<file path="src/inc/osw_map.vh">
// Notes on behaviour
// - Driven select pin means SPI, floating means I2C
// - I2C address 7AH writes, 7BH reads measurements
// - Ten measurement bytes read-only, all else write-only
// - Read sends bytes 0..9, then filler until stop
// - Bit 7 set: row byte; clear: column byte
// - Column bit 6 selects streaming format
// - Row bit 5 selects attribute plane; bits 4:0 row
// - Character column bit 5 is font index bit 8
// - Format a: triplets; format b: column-data pairs
// - Streaming: every further byte is data, auto-advance
// - Streaming reuses latched font bit 8
// - No return from streaming within a packet
// - Host writes commit only in display idle slots
// - Floating select means I2C; pins weakly pulled up
`ifndef OSW_MAP_VH
`define OSW_MAP_VH
// ==========================================================
// I2C addressing
`define OSW_I2C_ADDR_WR 8'h7A
`define OSW_I2C_ADDR_RD 8'h7B
`define OSW_MEAS_BYTES 4'hA
`define OSW_FILL_BYTE 8'hFF
// ==========================================================
// Byte field positions
`define OSW_ROW_FLAG_BIT 7
`define OSW_FMT_BIT 6
`define OSW_PLANE_BIT 5
`define OSW_FONT8_BIT 5
// ==========================================================
// Reset values and wrap limits
`define OSW_ROW_RST 5'h00
`define OSW_COL_RST 5'h00
`define OSW_LAST_COL 5'h1F
`define OSW_LAST_ROW 5'h1F
`endif

</file>
<file path="src/logic/osw_port.v">
`timescale 1ns/1ps
`default_nettype none
`include "osw_map.vh"
module osw_port (
    input wire clk_sys_in,
    input wire rstn_in,
    input wire serial_select_pin_in,
    input wire serial_select_float_in,
    input wire sck_in,
    input wire sda_in,
    output reg sda_out,
    output reg sda_oe_out,
    output reg pullup_en_out,
    output reg i2c_mode_out,
    input wire [79:0] meas_data_in,
    input wire disp_idle_in,
    output reg wr_valid_out,
    output reg wr_plane_out,
    output reg [4:0] wr_row_out,
    output reg [4:0] wr_col_out,
    output reg [8:0] wr_data_out,
    output reg wr_overrun_out
);
    // ==========================================================
    // Pin synchronisers
    wire [3:0] pins_s;
    wire sel_s = pins_s[0];
    wire flt_s = pins_s[1];
    wire sck_s = pins_s[2];
    wire sda_s = pins_s[3];

    osw_sync #(.W(4)) u_sync (
        .clk_sys_in(clk_sys_in),
        .rstn_in(rstn_in),
        .async_in({sda_in, sck_in, serial_select_float_in,
            serial_select_pin_in}),
        .sync_out(pins_s)
    );

    reg sel_d_r;
    reg sck_d_r;
    reg sda_d_r;
    wire i2c_mode = flt_s;
    wire sck_rise = sck_s & ~sck_d_r;
    wire sck_fall = ~sck_s & sck_d_r;
    wire spi_start = ~i2c_mode & sel_d_r & ~sel_s;
    wire spi_act = ~i2c_mode & ~sel_s;
    wire i2c_start = i2c_mode & sck_s & sck_d_r & sda_d_r & ~sda_s;
    wire i2c_stop = i2c_mode & sck_s & sck_d_r & ~sda_d_r & sda_s;

    // ==========================================================
    // Serial engine
    localparam PH_IDLE = 3'd0;
    localparam PH_ADDR = 3'd1;
    localparam PH_WRITE = 3'd2;
    localparam PH_READ = 3'd3;
    localparam PH_IGNORE = 3'd4;

    reg [2:0] phase_r;
    reg [3:0] bitcnt_r;
    reg [7:0] rx_r;
    reg [7:0] tx_r;
    reg [3:0] meas_idx_r;
    reg nack_r;
    reg byte_rdy_r;
    reg [7:0] byte_r;
    reg txn_start_r;

    wire [7:0] rx_full = {rx_r[6:0], sda_s};
    wire [7:0] meas_byte = meas_data_in[meas_idx_r*8 +: 8];

    always @(posedge clk_sys_in)
    begin
        if (!rstn_in)
        begin
            sel_d_r <= 1'b1;
            sck_d_r <= 1'b1;
            sda_d_r <= 1'b1;
            phase_r <= PH_IDLE;
            bitcnt_r <= 4'h0;
            rx_r <= 8'h00;
            tx_r <= 8'h00;
            meas_idx_r <= 4'h0;
            nack_r <= 1'b0;
            byte_rdy_r <= 1'b0;
            byte_r <= 8'h00;
            txn_start_r <= 1'b0;
            sda_out <= 1'b0;
            sda_oe_out <= 1'b0;
            pullup_en_out <= 1'b0;
            i2c_mode_out <= 1'b0;
        end
        else
        begin
            sel_d_r <= sel_s;
            sck_d_r <= sck_s;
            sda_d_r <= sda_s;
            pullup_en_out <= 1'b1;
            i2c_mode_out <= i2c_mode;
            sda_out <= 1'b0;
            byte_rdy_r <= 1'b0;
            txn_start_r <= 1'b0;
            if (spi_start || i2c_start)
            begin
                bitcnt_r <= 4'h0;
                txn_start_r <= 1'b1;
                phase_r <= i2c_start ? PH_ADDR : PH_IDLE;
                sda_oe_out <= 1'b0;
            end
            else if (i2c_stop || (!i2c_mode && sda_oe_out))
            begin
                phase_r <= PH_IDLE;
                sda_oe_out <= 1'b0;
            end
            else if (spi_act && sck_rise)
            begin
                rx_r <= rx_full;
                if (bitcnt_r == 4'h7)
                begin
                    bitcnt_r <= 4'h0;
                    byte_rdy_r <= 1'b1;
                    byte_r <= rx_full;
                end
                else
                    bitcnt_r <= bitcnt_r + 4'h1;
            end
            else if (i2c_mode && phase_r != PH_IDLE && sck_rise)
            begin
                if (bitcnt_r < 4'h8)
                begin
                    rx_r <= rx_full;
                    bitcnt_r <= bitcnt_r + 4'h1;
                    if (bitcnt_r == 4'h7 && phase_r == PH_WRITE)
                    begin
                        byte_rdy_r <= 1'b1;
                        byte_r <= rx_full;
                    end
                end
                else
                begin
                    bitcnt_r <= 4'h9;
                    if (phase_r == PH_READ)
                        nack_r <= sda_s;
                end
            end
            else if (i2c_mode && phase_r != PH_IDLE && sck_fall)
            begin
                if (bitcnt_r == 4'h8)
                begin
                    // Acknowledge our own addresses and every byte written to us
                    sda_oe_out <= (phase_r == PH_WRITE) ||
                        (phase_r == PH_ADDR &&
                        (rx_r == `OSW_I2C_ADDR_WR ||
                        rx_r == `OSW_I2C_ADDR_RD));
                end
                else if (bitcnt_r == 4'h9)
                begin
                    bitcnt_r <= 4'h0;
                    sda_oe_out <= 1'b0;
                    if (phase_r == PH_ADDR)
                    begin
                        if (rx_r == `OSW_I2C_ADDR_WR)
                            phase_r <= PH_WRITE;
                        else if (rx_r == `OSW_I2C_ADDR_RD)
                        begin
                            phase_r <= PH_READ;
                            meas_idx_r <= 4'h1;
                            tx_r <= meas_data_in[7:0];
                            sda_oe_out <= ~meas_data_in[7];
                            nack_r <= 1'b0;
                        end
                        else
                            phase_r <= PH_IGNORE;
                    end
                    else if (phase_r == PH_READ && !nack_r)
                    begin
                        // Filler after the last measurement byte
                        tx_r <= (meas_idx_r < `OSW_MEAS_BYTES) ?
                            meas_byte : `OSW_FILL_BYTE;
                        sda_oe_out <= (meas_idx_r < `OSW_MEAS_BYTES) ?
                            ~meas_byte[7] : 1'b0;
                        if (meas_idx_r < `OSW_MEAS_BYTES)
                            meas_idx_r <= meas_idx_r + 4'h1;
                    end
                end
                else if (phase_r == PH_READ && !nack_r)
                begin
                    tx_r <= {tx_r[6:0], 1'b0};
                    sda_oe_out <= ~tx_r[6];
                end
            end
        end
    end

    // ==========================================================
    // Byte parser
    localparam ST_ROW = 2'd0;
    localparam ST_RC = 2'd1;
    localparam ST_DATA = 2'd2;
    localparam ST_STREAM = 2'd3;

    reg [1:0] st_r;
    reg [4:0] row_r;
    reg [4:0] col_r;
    reg plane_r;
    reg font8_r;
    reg fmt_c_r;
    reg emit_r;
    reg [8:0] emit_data_r;
    reg [4:0] emit_row_r;
    reg [4:0] emit_col_r;
    reg emit_plane_r;
    reg pend_r;

    wire is_data = (st_r == ST_DATA) || (st_r == ST_STREAM);

    always @(posedge clk_sys_in)
    begin
        if (!rstn_in)
        begin
            st_r <= ST_ROW;
            row_r <= `OSW_ROW_RST;
            col_r <= `OSW_COL_RST;
            plane_r <= 1'b0;
            font8_r <= 1'b0;
            fmt_c_r <= 1'b0;
            emit_r <= 1'b0;
            emit_data_r <= 9'h000;
            emit_row_r <= 5'h00;
            emit_col_r <= 5'h00;
            emit_plane_r <= 1'b0;
        end
        else
        begin
            emit_r <= 1'b0;
            if (txn_start_r)
            begin
                st_r <= ST_ROW;
                fmt_c_r <= 1'b0;
            end
            else if (byte_rdy_r && is_data)
            begin
                emit_r <= 1'b1;
                emit_row_r <= row_r;
                emit_col_r <= col_r;
                emit_plane_r <= plane_r;
                emit_data_r <= {font8_r & ~plane_r, byte_r};
                if (fmt_c_r)
                begin
                    st_r <= ST_STREAM;
                    if (col_r == `OSW_LAST_COL)
                    begin
                        col_r <= 5'h00;
                        row_r <= (row_r == `OSW_LAST_ROW) ?
                            5'h00 : row_r + 5'h01;
                    end
                    else
                        col_r <= col_r + 5'h01;
                end
                else
                    st_r <= ST_RC;
            end
            else if (byte_rdy_r && byte_r[`OSW_ROW_FLAG_BIT])
            begin
                row_r <= byte_r[4:0];
                plane_r <= byte_r[`OSW_PLANE_BIT];
                st_r <= ST_RC;
            end
            else if (byte_rdy_r && st_r == ST_RC)
            begin
                col_r <= byte_r[4:0];
                fmt_c_r <= byte_r[`OSW_FMT_BIT];
                if (!plane_r)
                    font8_r <= byte_r[`OSW_FONT8_BIT];
                st_r <= ST_DATA;
            end
        end
    end

    // ==========================================================
    // Write administrator: one write held until a display gap
    always @(posedge clk_sys_in)
    begin
        if (!rstn_in)
        begin
            pend_r <= 1'b0;
            wr_valid_out <= 1'b0;
            wr_plane_out <= 1'b0;
            wr_row_out <= 5'h00;
            wr_col_out <= 5'h00;
            wr_data_out <= 9'h000;
            wr_overrun_out <= 1'b0;
        end
        else
        begin
            wr_valid_out <= 1'b0;
            if (emit_r)
            begin
                // A new byte replaces an uncommitted one
                pend_r <= 1'b1;
                wr_overrun_out <= wr_overrun_out | pend_r;
                wr_plane_out <= emit_plane_r;
                wr_row_out <= emit_row_r;
                wr_col_out <= emit_col_r;
                wr_data_out <= emit_data_r;
            end
            else if (pend_r && disp_idle_in)
            begin
                pend_r <= 1'b0;
                wr_valid_out <= 1'b1;
            end
        end
    end
endmodule // osw_port
`default_nettype wire

</file>
<file path="src/logic/osw_sync.v">
`timescale 1ns/1ps
`default_nettype none
module osw_sync #(
    parameter W = 1
) (
    input wire clk_sys_in,
    input wire rstn_in,
    input wire [W-1:0] async_in,
    output wire [W-1:0] sync_out
);
    reg [W-1:0] meta_r;
    reg [W-1:0] sync_r;

    // Pull-ups make idle level high, so reset to ones
    always @(posedge clk_sys_in)
    begin
        if (!rstn_in)
        begin
            meta_r <= {W{1'b1}};
            sync_r <= {W{1'b1}};
        end
        else
        begin
            meta_r <= async_in;
            sync_r <= meta_r;
        end
    end

    assign sync_out = sync_r;
endmodule // osw_sync
`default_nettype wire

</file>
<file path="config.mk">
export PLATFORM = sky130hd
export DESIGN_NAME = osw_port
export DESIGN_NICKNAME = d
export VERILOG_FILES = /design/src/logic/osw_port.v /design/src/logic/osw_sync.v
export VERILOG_INCLUDE_DIRS = /design/src /design/src/inc
export SDC_FILE = /design/constraint.sdc
export NUM_CORES = 1
export LEC_CHECK = 0
export BUFFER_PORTS_ARGS = -buffer_cell sky130_fd_sc_hd__buf_2
export CAP_MARGIN = 15
export CORE_MARGIN = 2
export CORE_UTILIZATION = 59
export CTS_CLUSTER_SIZE = 14
export DETAILED_ROUTE_END_ITERATION = 10
export PLACE_DENSITY = 0.85
export SETUP_SLACK_MARGIN = 0.3
export SYNTH_ARGS = -nofsm -noshare
export SYNTH_HDL_FRONTEND = slang
export SYNTH_HIERARCHICAL = 1
export SYNTH_SLANG_ARGS = --single-unit
</file>
<file path="constraint.sdc">
create_clock -name clk_sys_in -period 5.06 [get_ports clk_sys_in]
set_input_delay 0.253 -clock clk_sys_in [delete_from_list [all_inputs] [get_ports clk_sys_in]]
set_output_delay 0.253 -clock clk_sys_in [all_outputs]
set_load 0.05 [all_outputs]
</file>
# After elaboration in Yosys (flattened, before gate mapping)
# Cells that the tools add are included.
# word_totals
register_bits	110
inputBits	87
out_inout_bits	26
wordCells	241
# classes
add_sub_neg	4
magnitude_cmp	2
eq_ne	29
n_shift	1
muxes	80
bitwise	32
reduce_logical	58
# op_table
op	count
80-bit by 8-bit variable part select with 8-bit output	1
8-bit two-way mux	8
5-bit two-way mux	10
7-bit two-way mux	7
4-bit two-way mux	12
3-bit two-way mux	10
1-bit two-way mux	29
2-bit nonzero test	13
3-bit nonzero test	8
11-bit AND reduction	2
4-bit AND reduction	5
1-bit NOT	19
3-bit != test (second input constant)	6
8-bit by 7-bit equality test with 1-bit output (second input constant)	2
1-bit bitwise AND	12
1-bit logical AND	12
2-bit != test (second input constant)	6
6-bit AND reduction	2
5-bit by 1-bit adder with 5-bit output (second input constant)	2
5-bit equality test (second input constant)	2
10-bit AND reduction	1
4-bit by 1-bit adder with 4-bit output (second input constant)	2
4-bit equality test (second input constant)	2
4-bit less-than comparator (second input constant)	2
other kinds (15)	31

# Logic depth before layout (Yosys ltp)
# logic_depth
word_depth	11
depth_mapped	9
mapped_depth_nobuf	8

# Hierarchy
# The synthesis kept the hierarchy.
# modules_own_cells
module	instances	cells_per_inst	area_per_inst_um2	seq_area_each_um2
osw_port	1	574	5208.7	2042.0
osw_sync	1	16	210.2	160.2

# Worst setup path after synthesis
# Ideal clock, no wire load.
# synth_timing
kind	register -> register
startpoint	register bitcnt_r[0]
endpoint	register meas_idx_r[2]
arrival_ns	1.923
required_ns	4.943
path_slack_ns	3.020
path_stages_with_launch	7
period_less_slack_ns	2.040
path_cell_list	dfxtp_1 > ha_1 > nand3b_1 > or4_1 > a211oi_2 > o21ai_0 > a32o_1
# synth_via
elab_chain_cells	3
word_cells_on_any_way	4
cone_classes	2 x eq/ne; 1 x bitwise; 1 x reduce/logical
# synth_lines
item	line	source
from (decl)	osw_port.v:60	reg [3:0] bitcnt_r;
from (signal assigned)	osw_port.v:125	bitcnt_r <= bitcnt_r + 4'h1;
from (signal assigned)	osw_port.v:132	bitcnt_r <= bitcnt_r + 4'h1;
4-bit equality test	osw_port.v:148	if (bitcnt_r == 4'h8)
1-bit NOT (no line)	--	
11-bit AND reduction (no line) *	--	
to (signal assigned)	osw_port.v:183	meas_idx_r <= meas_idx_r + 4'h1;
to (decl)	osw_port.v:63	reg [3:0] meas_idx_r;
# Mark *: on every way between the ends. The rest lies on a longest branch, timed or not.
# A chain may end at the register's enable or synchronous reset.

# Worst setup path in the final report
# Ends and elaborated chain as after synthesis.

==> metrics.yaml <==
sta:
  clock.fmax_mhz: 424
  finClkSkew_ns: 0.0167
  min_period_over_period_pct: 46.6
  fin_tns_setup_ns: 0
  slew_headroom_pct: 36.8
  fin_hold_ws_ns: 0.0507
  hold_viol_final: 0
  worstMarginPinSlew_ns: 0.947
  finalSetupViolations: 0
  fin_crit_ns: 2.36
  rsz0062_at_grt: "false"
  slew_violations: 0
finish:
  final_nets: 774
  final_core_util_pct: 69.8
  drive_gt1_share_pct: 24.6
  area_growth_pct: 13.4
  antenna_cells: 0
  fin_area_sq_um: 6150
yosys:
  ys_seq_area_share_pct: 40.6
  synth.distinct_cells: 69
  yosysWarnings: 6
  avgSynthCellArea_sq_um: 9.18
  yosysTopAreaCell: "dfxtp_1"
  ys_ff_latch: 110
  netlist_area_sq_um: 5420
  synth_area_leaders: "dfxtp_1, mux2i_1, nor2_1"
  synth_flop_cell: "dfxtp_1"
  synth_fp_nets: 686
  yosysMostFrequentCell: "dfxtp_1"
  synthTopCellsByCount: "dfxtp_1, nor2_1, nand2_1"
  synth_edf_count: 0
  async_reset_ff_share_pct: 0
  synth.top_cell.area_share_pct: 40.6
  synth_cells: 590
detailed_routing:
  num_vias: 4822
  first_iter_violations: 332
  vias_per_cell: 6.10
  drc: 0
  wirelength_um: 12600
  ant_nets: 0
  wire_per_inst_um: 15.9
  drt-pass1-iter-count: 5
grt:
  met3_usage_pct: 5.50
  grt_use_met2_pct: 43.6
  grt_max_degree: 72
  grt_pass1_vias: 4640
  grt_use_total_pct: 26.2
  antenna_found_initial: 0
  grt_remaining_overflow: 0
  busiest_layer: "met2"
  use_met1_pct: 33.2
  grt_pass1_wl_um: 21200
clock_network:
  cts_setup_buffers: 0
  htree_levels: 3
  cts_tree: "yes"
  ctsResizeCount: 0
  clk_pin_slew_ns: 0.10
  clockBufferDepth: 2
  clockRootBuffer: "clkbuf_8"
  cts_made_buffers: 9
  clk_latency_ns: 0.39
  clock_sink_count: 110
  hold_buffers: 0
worst_setup_path:
  cp-end-kind: "flop"
  crit_path_start_kind: "flop"
  worst_path_largest_cell_delay_ns: 0.61
  cp_slowest_cell: "or4_1"
  critical_path.cell_chain: "ha_1 > nand3b_1 > or4_1 > a211oi_2 > o21ai_0 > a32o_1"
  cp_max_fo: 6
  crit_buf_inv: 0
  cp_data_arrival_time_ns: 2.63
  criticalPathCategory: "flop to flop"
  required_ns: 5.33
  cpLargestDelayFamily: "compound AO/OA/AOI/OAI gates"
power_and_ir_drop:
  p_total_mw: 1.49
  peakVddDrop_uv: 248
  p_leak_nw: 2.33
  p_per_area_nw_per_um2: 243
floorplan:
  ioPinCount: 113
  rows: 34
  core_area_sq_um: 8810
  fp.dieH_um: 99.8
  die-area_sq_um: 9970
  start_util_pct: 61.5
  dieWidth_um: 99.8
min_path:
  hold_path_class: "input pin to flop"
placement:
  dpl.hpwl_um: 9110
  place_area_sq_um: 5910
  port_buffers: 111
  gp_congestion: 0.975
run_status:
  status: "completed"
job:
  cap_violations: 0
[layer usage]
metal  wire length (um)  vias to the layer above
li1                   -                     2318
met1               5350                     2250
met2               6040                      214
met3                850                       40
met4                345                        0
met5                  0                        -
[layout by cell type (no fill, tap or decap), types with 4 or more instances in the layout]
cell type    n
ha_1         9
a21oi_1     40
nand2b_1    16
nor2_1      73
o31ai_1      4
nor4_1       6
nand2_1     68
mux4_2      11
a31oi_1      7
mux2i_1     53
o22ai_1      8
mux2_2       6
nand3_1     16
nand3b_1     8
a211oi_1    14
a22oi_1      4
o21ai_0     15
nor3_1       6
dfxtp_1    110
clkbuf_8     9
buf_2      111
inv_1        9
[sequential cells by signal, indices dropped and copies added (netlist names), 2 cells and up]
| name | count |
|---|---|
| bitcnt_r | 4 |
| byte_r | 8 |
| col_r | 5 |
| emit_col_r | 5 |
| emit_data_r | 9 |
| emit_row_r | 5 |
| meas_idx_r | 4 |
| phase_r | 3 |
| row_r | 5 |
| rx_r | 8 |
| st_r | 2 |
| tx_r | 7 |
| u_sync/meta_r | 4 |
| u_sync/sync_out | 4 |
| wr_col_out | 5 |
| wr_data_out | 9 |
| wr_row_out | 5 |
[worst paths after layout]
kind,start,endpoint,slack [ns],depth (start not counted)
min reg2reg,u_sync/meta_r[1],u_sync/sync_out[1],0.42,1
max,bitcnt_r[0],meas_idx_r[2],2.70,6
min,serial_select_pin_in,u_sync/meta_r[0],0.05,2
max reg2reg,bitcnt_r[0],meas_idx_r[2],2.70,6
[metrics by stage]
step	setup WS (ns)	instances
detailed placement	2.78	773
finish	2.70	791
global placement	2.85	773
global route	2.46	791
CTS	2.74	789
floorplan	3.02	590
[cell type report]
class	instances	area (sq um)
Clock buffer	9	124
Clock inverter	7	75.1
Fill cell	720	2660
Inverter	10	37.5
Multi-Input combinational cell	432	2960
Sequential cell	110	2200
Tap cell	108	135
Timing Repair Buffer	115	609
[logic make-up after synthesis]
logic type / Yosys count / synth area share [%]
buf+inv: 48 / 4.69
flops: 110 / 40.6
mux: 70 / 15.6
xor+xnor: 3 / 0.485
other cells: 1 / 0.0692
compound gates: 121 / 15.2
fa+ha+maj: 9 / 2.08
simple gates: 228 / 21.2
[power breakdown]
group | leakage, nW | internal (mW) | switching (mW) | total, mW
registers | 0.889 | 0.871 | 0.00582 | 0.877
clock network | 0.0985 | 0.196 | 0.324 | 0.520
logic | 1.34 | 0.0457 | 0.0483 | 0.0941
Power figures use the tool's default switching activity.
